$ cat config.mk
export PLATFORM = sky130hd
export DESIGN_NAME = adc_conversion_control
export DESIGN_NICKNAME = d
export VERILOG_FILES = /design/src/common/adc_ctrl_pkg.sv /design/src/rtl/conv_tick_gen.sv /design/src/rtl/sar_decider.sv /design/src/rtl/adc_conversion_control.sv
export SDC_FILE = /design/constraint.sdc
export NUM_CORES = 1
export LEC_CHECK = 0
export BUFFER_PORTS_ARGS = -buffer_cell sky130_fd_sc_hd__buf_2
export CORE_ASPECT_RATIO = 1.2
export CORE_UTILIZATION = 40
export CTS_CLUSTER_SIZE = 40
export DETAILED_ROUTE_END_ITERATION = 7
export GPL_TIMING_DRIVEN = 0
export PLACE_DENSITY = 0.59
export SLEW_MARGIN = 15
export SYNTH_ARGS = -nofsm -noshare
export SYNTH_HDL_FRONTEND = slang
export SYNTH_SLANG_ARGS = --single-unit
$ cat constraint.sdc
create_clock -name clk_i -period 2.8 [get_ports clk_i]
set_input_delay 0.28 -clock clk_i [delete_from_list [all_inputs] [get_ports clk_i]]
set_output_delay 0.28 -clock clk_i [all_outputs]
set_load 0.02 [all_outputs]
$ cat src/common/adc_ctrl_pkg.sv
package adc_ctrl_pkg;
	localparam logic [7:0] ADDR_CLOCK_DIVIDER = 8'hf2;
	localparam logic [7:0] ADDR_CONV_CONTROL  = 8'hf3;
	localparam logic [7:0] ADDR_RESULT_LOW    = 8'hf4;
	localparam logic [7:0] ADDR_RESULT_HIGH   = 8'hf5;
	localparam logic [7:0] ADDR_PIN_ROUTING   = 8'hf6;
	localparam logic [7:0] RESET_BYTE         = 8'h00;
	localparam int BIT_PRECISION = 6;
	localparam int BIT_ON        = 5;
	localparam int BIT_DONE      = 4;
	localparam int BIT_START     = 3;
	localparam int CONV_PERIODS  = 11;
	localparam int RESULT_BITS   = 10;
	localparam logic [5:0] DIVISOR_ZERO_HALF = 6'h20;
	localparam logic [9:0] RESULT_FULL  = 10'h3ff;
	localparam logic [9:0] RESULT_EMPTY = 10'h000;
	typedef enum logic [1:0] {
		ST_IDLE,
		ST_SAMPLE,
		ST_DECIDE
	} conv_state_t;
endpackage

$ cat src/rtl/conv_tick_gen.sv
`timescale 1ns/1ps
// makes one tick every 2*P clocks of the peripheral clock, 64 when P is zero
module conv_tick_gen
	import adc_ctrl_pkg::*;
(
	input  wire logic       clk_i,
	input  wire logic       arst_n_i,
	input  wire logic       run_i,
	input  wire logic [4:0] divisor_i,
	output logic            tick_o
);
	logic [5:0] count;
	logic [5:0] limit;

	always_comb begin
		if (divisor_i == 5'h00) begin
			limit = DIVISOR_ZERO_HALF + (DIVISOR_ZERO_HALF - 6'h01);
		end else begin
			limit = {divisor_i, 1'b0} - 6'h01;
		end
	end

	always_ff @(posedge clk_i or negedge arst_n_i) begin
		if (!arst_n_i) begin
			count  <= 6'h00;
			tick_o <= 1'b0;
		end else if (!run_i) begin
			// starts at one so the registered tick lands a full period after the start
			count  <= 6'h01;
			tick_o <= 1'b0;
		end else if (count >= limit) begin
			count  <= 6'h00;
			tick_o <= 1'b1;
		end else begin
			count  <= count + 6'h01;
			tick_o <= 1'b0;
		end
	end
endmodule

$ cat src/rtl/sar_decider.sv
`timescale 1ns/1ps
// successive approximation register: one bit decided per step, msb first
module sar_decider
	import adc_ctrl_pkg::*;
(
	input  wire logic                   clk_i,
	input  wire logic                   arst_n_i,
	input  wire logic                   load_i,
	input  wire logic                   step_i,
	input  wire logic                   comp_above_i,
	output logic [RESULT_BITS-1:0]      trial_o,
	output logic [RESULT_BITS-1:0]      result_o
);
	logic [RESULT_BITS-1:0] probe;

	always_ff @(posedge clk_i or negedge arst_n_i) begin
		if (!arst_n_i) begin
			probe    <= '0;
			result_o <= '0;
		end else if (load_i) begin
			probe    <= {1'b1, {(RESULT_BITS-1){1'b0}}};
			result_o <= '0;
		end else if (step_i && probe != '0) begin
			if (comp_above_i) begin
				result_o <= result_o | probe;
			end
			probe <= probe >> 1;
		end
	end

	assign trial_o = result_o | probe;
endmodule

$ cat src/rtl/adc_conversion_control.sv
`timescale 1ns/1ps
// How it works
// - writing start bit 3 begins one conversion on the selected channel
// - hardware clears the start bit when the conversion ends; it reads as busy
// - done flag bit 4 sets when results valid; only software clears it
// - interrupt request while done flag and enable are both set
// - channel select bits 2..0 route analog input N to the converter
// - full scale codes 3FFh, bottom 000h, linear between, from comparator
// - converter tick every 2*P peripheral clocks, every 64 when P is zero
// - against cpu clock divide 4*P standard, 2*P double speed
// - clearing enable bit 5 puts converter in standby; setting runs it
// - precision bit 6 at start halts the cpu during that conversion
// - each routing bit hands its port pin to the converter when set
// - result bits 9..2 in high register, bits 1..0 in low register
// - a conversion lasts 11 ticks: one sample then ten bit decisions
// - a start on a channel whose routing bit is clear does nothing
// - in precision mode only conversion done resumes the cpu
module adc_conversion_control
	import adc_ctrl_pkg::*;
(
	input  wire logic       clk_i,
	input  wire logic       arst_n_i,
	input  wire logic [7:0] addr_i,
	input  wire logic       wr_i,
	input  wire logic       rd_i,
	input  wire logic [7:0] wdata_i,
	input  wire logic       irq_enable_i,
	input  wire logic       double_speed_clock_i,
	input  wire logic       comp_above_i,
	output logic [7:0]      rdata_o,
	output logic            irq_o,
	output logic [2:0]      channel_select_o,
	output logic [7:0]      pin_route_bits_o,
	output logic            converter_on_o,
	output logic            sample_hold_o,
	output logic [9:0]      trial_code_o,
	output logic            cpu_halt_o,
	output logic            busy_o
);
	logic [4:0]        clock_divisor;
	logic [7:0]        pin_routing;
	logic [2:0]        channel_select;
	logic              converter_on;
	logic              precision_cpu_halt;
	logic              conv_done_flag;
	logic              start_conv_bit;
	logic [9:0]        result;
	logic              halted;
	conv_state_t       state;
	logic [3:0]        periods;
	logic              tick;
	logic              load;
	logic              finish;
	logic [9:0]        trial;
	logic [9:0]        sar_result;
	logic              ctrl_wr;
	logic              start_req;
	logic              raw_tick;
	logic              tick_phase;
	logic [6:0]        tick_gap;
	logic [6:0]        gap_limit;

	assign ctrl_wr   = wr_i && addr_i == ADDR_CONV_CONTROL;
	// accept only when idle, enabled and the channel pin is routed
	assign start_req = ctrl_wr && wdata_i[BIT_START] && state == ST_IDLE && converter_on
		&& pin_routing[wdata_i[2:0]];
	assign load      = start_req;
	assign finish    = state == ST_DECIDE && tick && periods == 4'(CONV_PERIODS - 1);

	// standard mode: cpu clock runs at twice the peripheral rate, so every second tick counts unless the divisor is zero
	assign tick = raw_tick && (double_speed_clock_i || clock_divisor == 5'h00 || tick_phase);

	always_ff @(posedge clk_i or negedge arst_n_i) begin
		if (!arst_n_i) begin
			tick_phase <= 1'b0;
		end else if (state == ST_IDLE) begin
			tick_phase <= 1'b0;
		end else if (raw_tick) begin
			tick_phase <= !tick_phase;
		end
	end

	// cycles since the last counted tick, for the spacing check
	always_ff @(posedge clk_i or negedge arst_n_i) begin
		if (!arst_n_i) begin
			tick_gap <= 7'h00;
		end else if (state == ST_IDLE || tick) begin
			tick_gap <= 7'h00;
		end else begin
			tick_gap <= tick_gap + 7'h01;
		end
	end

	always_comb begin
		if (clock_divisor == 5'h00) begin
			gap_limit = 7'(DIVISOR_ZERO_HALF) + 7'(DIVISOR_ZERO_HALF) - 7'h01;
		end else if (double_speed_clock_i) begin
			gap_limit = {1'b0, clock_divisor, 1'b0} - 7'h01;
		end else begin
			gap_limit = {clock_divisor, 2'b00} - 7'h01;
		end
	end

	conv_tick_gen u_tick (
		.clk_i     (clk_i),
		.arst_n_i  (arst_n_i),
		.run_i     (state != ST_IDLE),
		.divisor_i (clock_divisor),
		.tick_o    (raw_tick)
	);

	sar_decider u_sar (
		.clk_i        (clk_i),
		.arst_n_i     (arst_n_i),
		.load_i       (load),
		.step_i       (state == ST_DECIDE && tick),
		.comp_above_i (comp_above_i),
		.trial_o      (trial),
		.result_o     (sar_result)
	);

	always_ff @(posedge clk_i or negedge arst_n_i) begin
		if (!arst_n_i) begin
			clock_divisor <= 5'h00;
			pin_routing   <= RESET_BYTE;
		end else if (wr_i && addr_i == ADDR_CLOCK_DIVIDER) begin
			clock_divisor <= wdata_i[4:0];
		end else if (wr_i && addr_i == ADDR_PIN_ROUTING) begin
			pin_routing <= wdata_i;
		end
	end

	always_ff @(posedge clk_i or negedge arst_n_i) begin
		if (!arst_n_i) begin
			channel_select     <= 3'h0;
			converter_on       <= 1'b0;
			precision_cpu_halt <= 1'b0;
		end else if (ctrl_wr) begin
			channel_select     <= wdata_i[2:0];
			converter_on       <= wdata_i[BIT_ON];
			precision_cpu_halt <= wdata_i[BIT_PRECISION];
		end
	end

	always_ff @(posedge clk_i or negedge arst_n_i) begin
		if (!arst_n_i) begin
			state          <= ST_IDLE;
			periods        <= 4'h0;
			start_conv_bit <= 1'b0;
		end else begin
			case (state)
				ST_IDLE: begin
					if (start_req) begin
						state          <= ST_SAMPLE;
						start_conv_bit <= 1'b1;
						periods        <= 4'h0;
					end
				end
				ST_SAMPLE: begin
					if (tick) begin
						state   <= ST_DECIDE;
						periods <= 4'h1;
					end
				end
				ST_DECIDE: begin
					if (finish) begin
						state          <= ST_IDLE;
						start_conv_bit <= 1'b0;
					end else if (tick) begin
						periods <= periods + 4'h1;
					end
				end
				default: begin
					state <= ST_IDLE;
				end
			endcase
		end
	end

	always_ff @(posedge clk_i or negedge arst_n_i) begin
		if (!arst_n_i) begin
			result <= RESULT_EMPTY;
		end else if (finish) begin
			result <= sar_result | (comp_above_i ? 10'h001 : 10'h000);
		end
	end

	// set wins over a software clear in the same cycle
	always_ff @(posedge clk_i or negedge arst_n_i) begin
		if (!arst_n_i) begin
			conv_done_flag <= 1'b0;
		end else if (finish) begin
			conv_done_flag <= 1'b1;
		end else if (ctrl_wr && !wdata_i[BIT_DONE]) begin
			conv_done_flag <= 1'b0;
		end
	end

	always_ff @(posedge clk_i or negedge arst_n_i) begin
		if (!arst_n_i) begin
			halted <= 1'b0;
		end else if (start_req && wdata_i[BIT_PRECISION]) begin
			halted <= 1'b1;
		end else if (finish) begin
			halted <= 1'b0;
		end
	end

	always_ff @(posedge clk_i or negedge arst_n_i) begin
		if (!arst_n_i) begin
			irq_o            <= 1'b0;
			channel_select_o <= 3'h0;
			pin_route_bits_o <= RESET_BYTE;
			converter_on_o   <= 1'b0;
			sample_hold_o    <= 1'b0;
			trial_code_o     <= RESULT_EMPTY;
			cpu_halt_o       <= 1'b0;
			busy_o           <= 1'b0;
		end else begin
			irq_o            <= conv_done_flag && irq_enable_i;
			channel_select_o <= channel_select;
			pin_route_bits_o <= pin_routing;
			converter_on_o   <= converter_on;
			sample_hold_o    <= state == ST_SAMPLE;
			trial_code_o     <= trial;
			cpu_halt_o       <= halted;
			busy_o           <= start_conv_bit;
		end
	end

	always_ff @(posedge clk_i or negedge arst_n_i) begin
		if (!arst_n_i) begin
			rdata_o <= RESET_BYTE;
		end else if (rd_i) begin
			if (addr_i == ADDR_CLOCK_DIVIDER) begin
				rdata_o <= {3'h0, clock_divisor};
			end else if (addr_i == ADDR_CONV_CONTROL) begin
				rdata_o <= {1'b0, precision_cpu_halt, converter_on, conv_done_flag,
					start_conv_bit, channel_select};
			end else if (addr_i == ADDR_RESULT_LOW) begin
				rdata_o <= {6'h00, result[1:0]};
			end else if (addr_i == ADDR_RESULT_HIGH) begin
				rdata_o <= result[9:2];
			end else if (addr_i == ADDR_PIN_ROUTING) begin
				rdata_o <= pin_routing;
			end else begin
				rdata_o <= RESET_BYTE;
			end
		end
	end

	a_start_sets_busy: assert property (@(posedge clk_i) disable iff (!arst_n_i)
		start_req |=> start_conv_bit && state == ST_SAMPLE)
		else $error("start did not begin a conversion");
	a_busy_clears_end: assert property (@(posedge clk_i) disable iff (!arst_n_i)
		finish |=> !start_conv_bit && conv_done_flag)
		else $error("start bit not cleared at end");
	a_done_sticky: assert property (@(posedge clk_i) disable iff (!arst_n_i)
		conv_done_flag && !ctrl_wr |=> conv_done_flag)
		else $error("done flag dropped without software clear");
	a_irq_follows: assert property (@(posedge clk_i) disable iff (!arst_n_i)
		conv_done_flag && irq_enable_i |=> irq_o)
		else $error("interrupt not raised");
	a_channel_out: assert property (@(posedge clk_i) disable iff (!arst_n_i)
		ctrl_wr |=> ##1 channel_select_o == $past(wdata_i[2:0], 2))
		else $error("channel select not routed");
	a_unrouted_ignored: assert property (@(posedge clk_i) disable iff (!arst_n_i)
		ctrl_wr && wdata_i[BIT_START] && !pin_routing[wdata_i[2:0]] && state == ST_IDLE |=> state == ST_IDLE)
		else $error("unrouted start was accepted");
	a_no_restart: assert property (@(posedge clk_i) disable iff (!arst_n_i)
		ctrl_wr && wdata_i[BIT_START] && state != ST_IDLE |-> !load)
		else $error("start accepted during conversion");
	a_halt_clears: assert property (@(posedge clk_i) disable iff (!arst_n_i)
		finish |=> ##1 !cpu_halt_o)
		else $error("cpu not resumed at end");
	a_standby_out: assert property (@(posedge clk_i) disable iff (!arst_n_i)
		ctrl_wr && !wdata_i[BIT_ON] |=> ##1 !converter_on_o)
		else $error("standby not entered");
	a_standby_refuses: assert property (@(posedge clk_i) disable iff (!arst_n_i)
		ctrl_wr && wdata_i[BIT_START] && !converter_on |-> !load)
		else $error("start accepted in standby");
	a_halt_on_start: assert property (@(posedge clk_i) disable iff (!arst_n_i)
		start_req && wdata_i[BIT_PRECISION] |=> ##1 cpu_halt_o)
		else $error("cpu not halted for precision conversion");
	a_result_stable: assert property (@(posedge clk_i) disable iff (!arst_n_i)
		!finish |=> $stable(result))
		else $error("result changed outside end of conversion");
	a_done_needs_end: assert property (@(posedge clk_i) disable iff (!arst_n_i)
		!conv_done_flag && !finish |=> !conv_done_flag)
		else $error("done flag set without end of conversion");
	a_busy_mirror: assert property (@(posedge clk_i) disable iff (!arst_n_i)
		busy_o == $past(start_conv_bit))
		else $error("busy output does not follow start bit");
	a_irq_quiet: assert property (@(posedge clk_i) disable iff (!arst_n_i)
		!conv_done_flag |=> !irq_o)
		else $error("interrupt raised without done flag");
	a_tick_spacing: assert property (@(posedge clk_i) disable iff (!arst_n_i)
		tick && state != ST_IDLE |-> tick_gap == gap_limit)
		else $error("converter tick spacing wrong");
	a_sample_ends: assert property (@(posedge clk_i) disable iff (!arst_n_i)
		state == ST_SAMPLE && tick |=> state == ST_DECIDE ##1 !sample_hold_o)
		else $error("sample period did not end after one tick");
	a_high_byte: assert property (@(posedge clk_i) disable iff (!arst_n_i)
		rd_i && addr_i == ADDR_RESULT_HIGH |=> rdata_o == $past(result[9:2]))
		else $error("high result byte wrong");
	a_low_byte: assert property (@(posedge clk_i) disable iff (!arst_n_i)
		rd_i && addr_i == ADDR_RESULT_LOW |=> rdata_o == {6'h00, $past(result[1:0])})
		else $error("low result byte wrong");
	a_route_out: assert property (@(posedge clk_i) disable iff (!arst_n_i)
		wr_i && addr_i == ADDR_PIN_ROUTING |=> ##1 pin_route_bits_o == $past(wdata_i, 2))
		else $error("pin routing not passed out");
endmodule

==> reports/results.tsv <==
stage	metric	value	unit
synth	Yosys cell types	60	
sta	Slew Viols, Final	0	
sta	period utilisation layout	85.3	%
critical_path	Worst path slowest cell	dfrtp_1	
placement	final RePlAce weighted congestion	0.785	
detailed_routing	Detailed Routing Iterations Pass 1	4	
sta	unrepaired setup endpoints after global routing	no	
outcome	status	finished clean	
critical_path	WP data arrival	2.65	ns
sta	Fin. Hold Viols	0	
final_layout	final core occ	49.1	%
cts	Num CTS Buffers	9	
sta	Worst Tran Pin Value	0.744	ns
final_layout	# diodes	0	
critical_path	Top Family by Delay on Critical Path	compound AO/OA/AOI/OAI gates	
floorplanning	Die X	97.6	um
cts	worst skew pair latency	0.34	ns
critical_path	endpoint class of the critical path	flop	
detailed_routing	Routed WL per cell	16.2	um
floorplanning	CORE AREA	10600	sq um
critical_path	critical path buffer and inverter count	1	
critical_path	CP peak stage delay	0.38	ns
final_layout	fraction of layout cells with a size suffix above 1	30.6	%
placement	IO Port Bufs	54	
sta	setup TNS	0	ns
sta	Hold WS	0.162	ns
detailed_routing	Vias/cell	5.23	
global_route	largest net degree at the start of global routing	64	
flow_run	Max Cap Viol	0	
global_route	initial antenna violation count	0	
synth	EDFF count, synth	0	
synth	cells after synthesis	363	
power	power after layout	0.00329	W
global_route	Remaining Overflow, GRT	0	
global_route	vias in the first global route	2868	
placement	DP HPWL	6550	um
floorplanning	Initial Util	41.5	%
final_layout	Layout area overhead	18.3	%
floorplanning	die area	11400	sq um
cts	CTS root buf	clkbuf_16	
final_layout	nets@finish	466	
synth	syn nets	399	
cts	CTS tree	built	
detailed_routing	DRC viols	0	
synth	Synth warnings	0	
detailed_routing	number of routed nets with antenna violations	0	
final_layout	commonest non-fill, non-tap cell in the layout	dfrtp_1	
power	LEAKAGE	2.67	nW
placement	cell count after placement	547	
sta	Clock Skews	0.00691	ns
cts	Clock Tree Buf Depth	2	
floorplanning	IO Pins	57	
critical_path	Setup CP Type	flop to flop	
min_path	Worst Hold Class	primary input to flop	
global_route	GRT Total Usage	17.0	%
cts	Clock Pin Slew Worst Setup and Hold Paths	0.07	ns
synth	Most used DFF post-synth	dfrtp_1	
detailed_routing	via count	2947	
power	pwr dens	634	nW/um^2
floorplanning	row count	41	
cts	H-tree levels	3	
sta	f_max	418	MHz
critical_path	worst-path cell chain	inv_1, ha_1, nor4b_4, nor2_1, ha_1, a21o_1, a21o_1, a21oi_1, o211ai_1, nor2_1	
cts	clock sink count	99	
sta	# setup viols final	0	
final_layout	most frequent cells in the layout	99 x dfrtp_1, 59 x buf_2, 35 x nor2_1	
synth	sequential area share after synthesis	56.5	%
critical_path	Startpoint Class	flop	
synth	asr flop ratio synth	100	%
sta	Tmin final	2.39	ns
detailed_routing	routed wire length	9130	um
synth	synthesized area	4380	sq um
synth	Yosys reg bits	99	
detailed_routing	drt initial violations	124	
final_layout	Final Non-Filler Cells	563	
power	Worst IR Drop VDD	0.353	mV
sta	Rel. slew slack	50.2	%
synth	Post-Syn Area per Cell	12.1	sq um
floorplanning	die height	117	um
critical_path	Req. time, crit path	3.06	ns
global_route	first-pass GRT wire length	14900	um
critical_path	Critical Path Fanout Max	5	
-- layer usage --
metal	vias to the layer above	part of all wire [%]	GRT usage, %
met5	-	0	0
met1	1457	45	22.4
met2	55	50	28.0
met3	12	2.8	2.21
li1	1423	-	-
met4	0	2.3	8.43
-- cells in the mapped netlist (4+ instances only) --
library cell	instances	area share, %
a31oi_1	6	0.86
xnor2_1	4	0.80
nand2_1	22	1.9
or2_2	10	1.4
dfrtp_1	99	57
inv_1	15	1.3
buf_2	6	0.68
a222oi_1	4	0.91
ha_1	13	3.7
mux2i_1	10	2.3
o21ai_0	10	1.1
mux2_2	27	6.9
nand3_1	11	1.3
nor2_1	35	3.0
a21oi_1	21	2.4
-- timing repair --
action | 4_1_cts | 5_1_grt
resized for setup | 0 | 0
buffers inserted | 0 | 0
hold buffers | 1 | 0
hold endpoints to repair | 36 | 0
-- kinds of logic after synthesis --
kind of cell,synth area share (%)
compound gates,10.9
xor+xnor,1.20
fa+ha+maj,3.71
buf+inv,2.83
flops,56.5
mux,10.1
simple gates,14.8
-- final cells by class --
cell class | count | area, sq um
clock buffer | 10 | 239
multi-input combinational | 237 | 1780
buffer | 11 | 63.8
fill | 945 | 5380
timing repair buffer | 56 | 314
sequential | 99 | 2480
tap | 129 | 161
clock inverter | 5 | 86.3
inverter | 16 | 60.1
-- final timing paths --
check                                 endpoint              start  slack, ns  cells past startpoint
min in group asynchronous      u_tick.count[4]           arst_n_i       0.41                      2
min reg2reg                channel_select_o[0]  channel_select[0]       0.37                      0
min                                      irq_o       irq_enable_i       0.16                      2
max reg2reg                    u_tick.count[4]   clock_divisor[0]       0.41                     10
max in group asynchronous               halted           arst_n_i       1.77                      3
max                            u_tick.count[4]   clock_divisor[0]       0.41                     10
-- stage by stage --
| step | cell area [sq um] | worst slack, ns |
|---|---|---|
| final | 5180 | 0.410 |
| after detailed placement | 4850 | 0.378 |
| after floorplan | 4380 | 0.698 |
| after global placement | 4820 | 0.435 |
| after CTS | 5180 | 0.354 |
| after global routing | 5180 | 0.246 |
-- registers in the layout, indices dropped and copies added (netlist names), 2 cells and up --
signal,cells
channel_select,3
channel_select_o,3
clock_divisor,5
periods,4
pin_route_bits_o,8
pin_routing,8
rdata_o,8
result,10
state,2
trial_code_o,10
u_sar.probe,10
u_sar.result_o,10
u_tick.count,6
-- power by group --
part	internal, W	switching [W]
logic	0.000156	0.000239
clock network	0.000809	0.000529
registers	0.00150	0.0000558
total	0.00246	0.000824
Power figures use the tool's default switching activity.
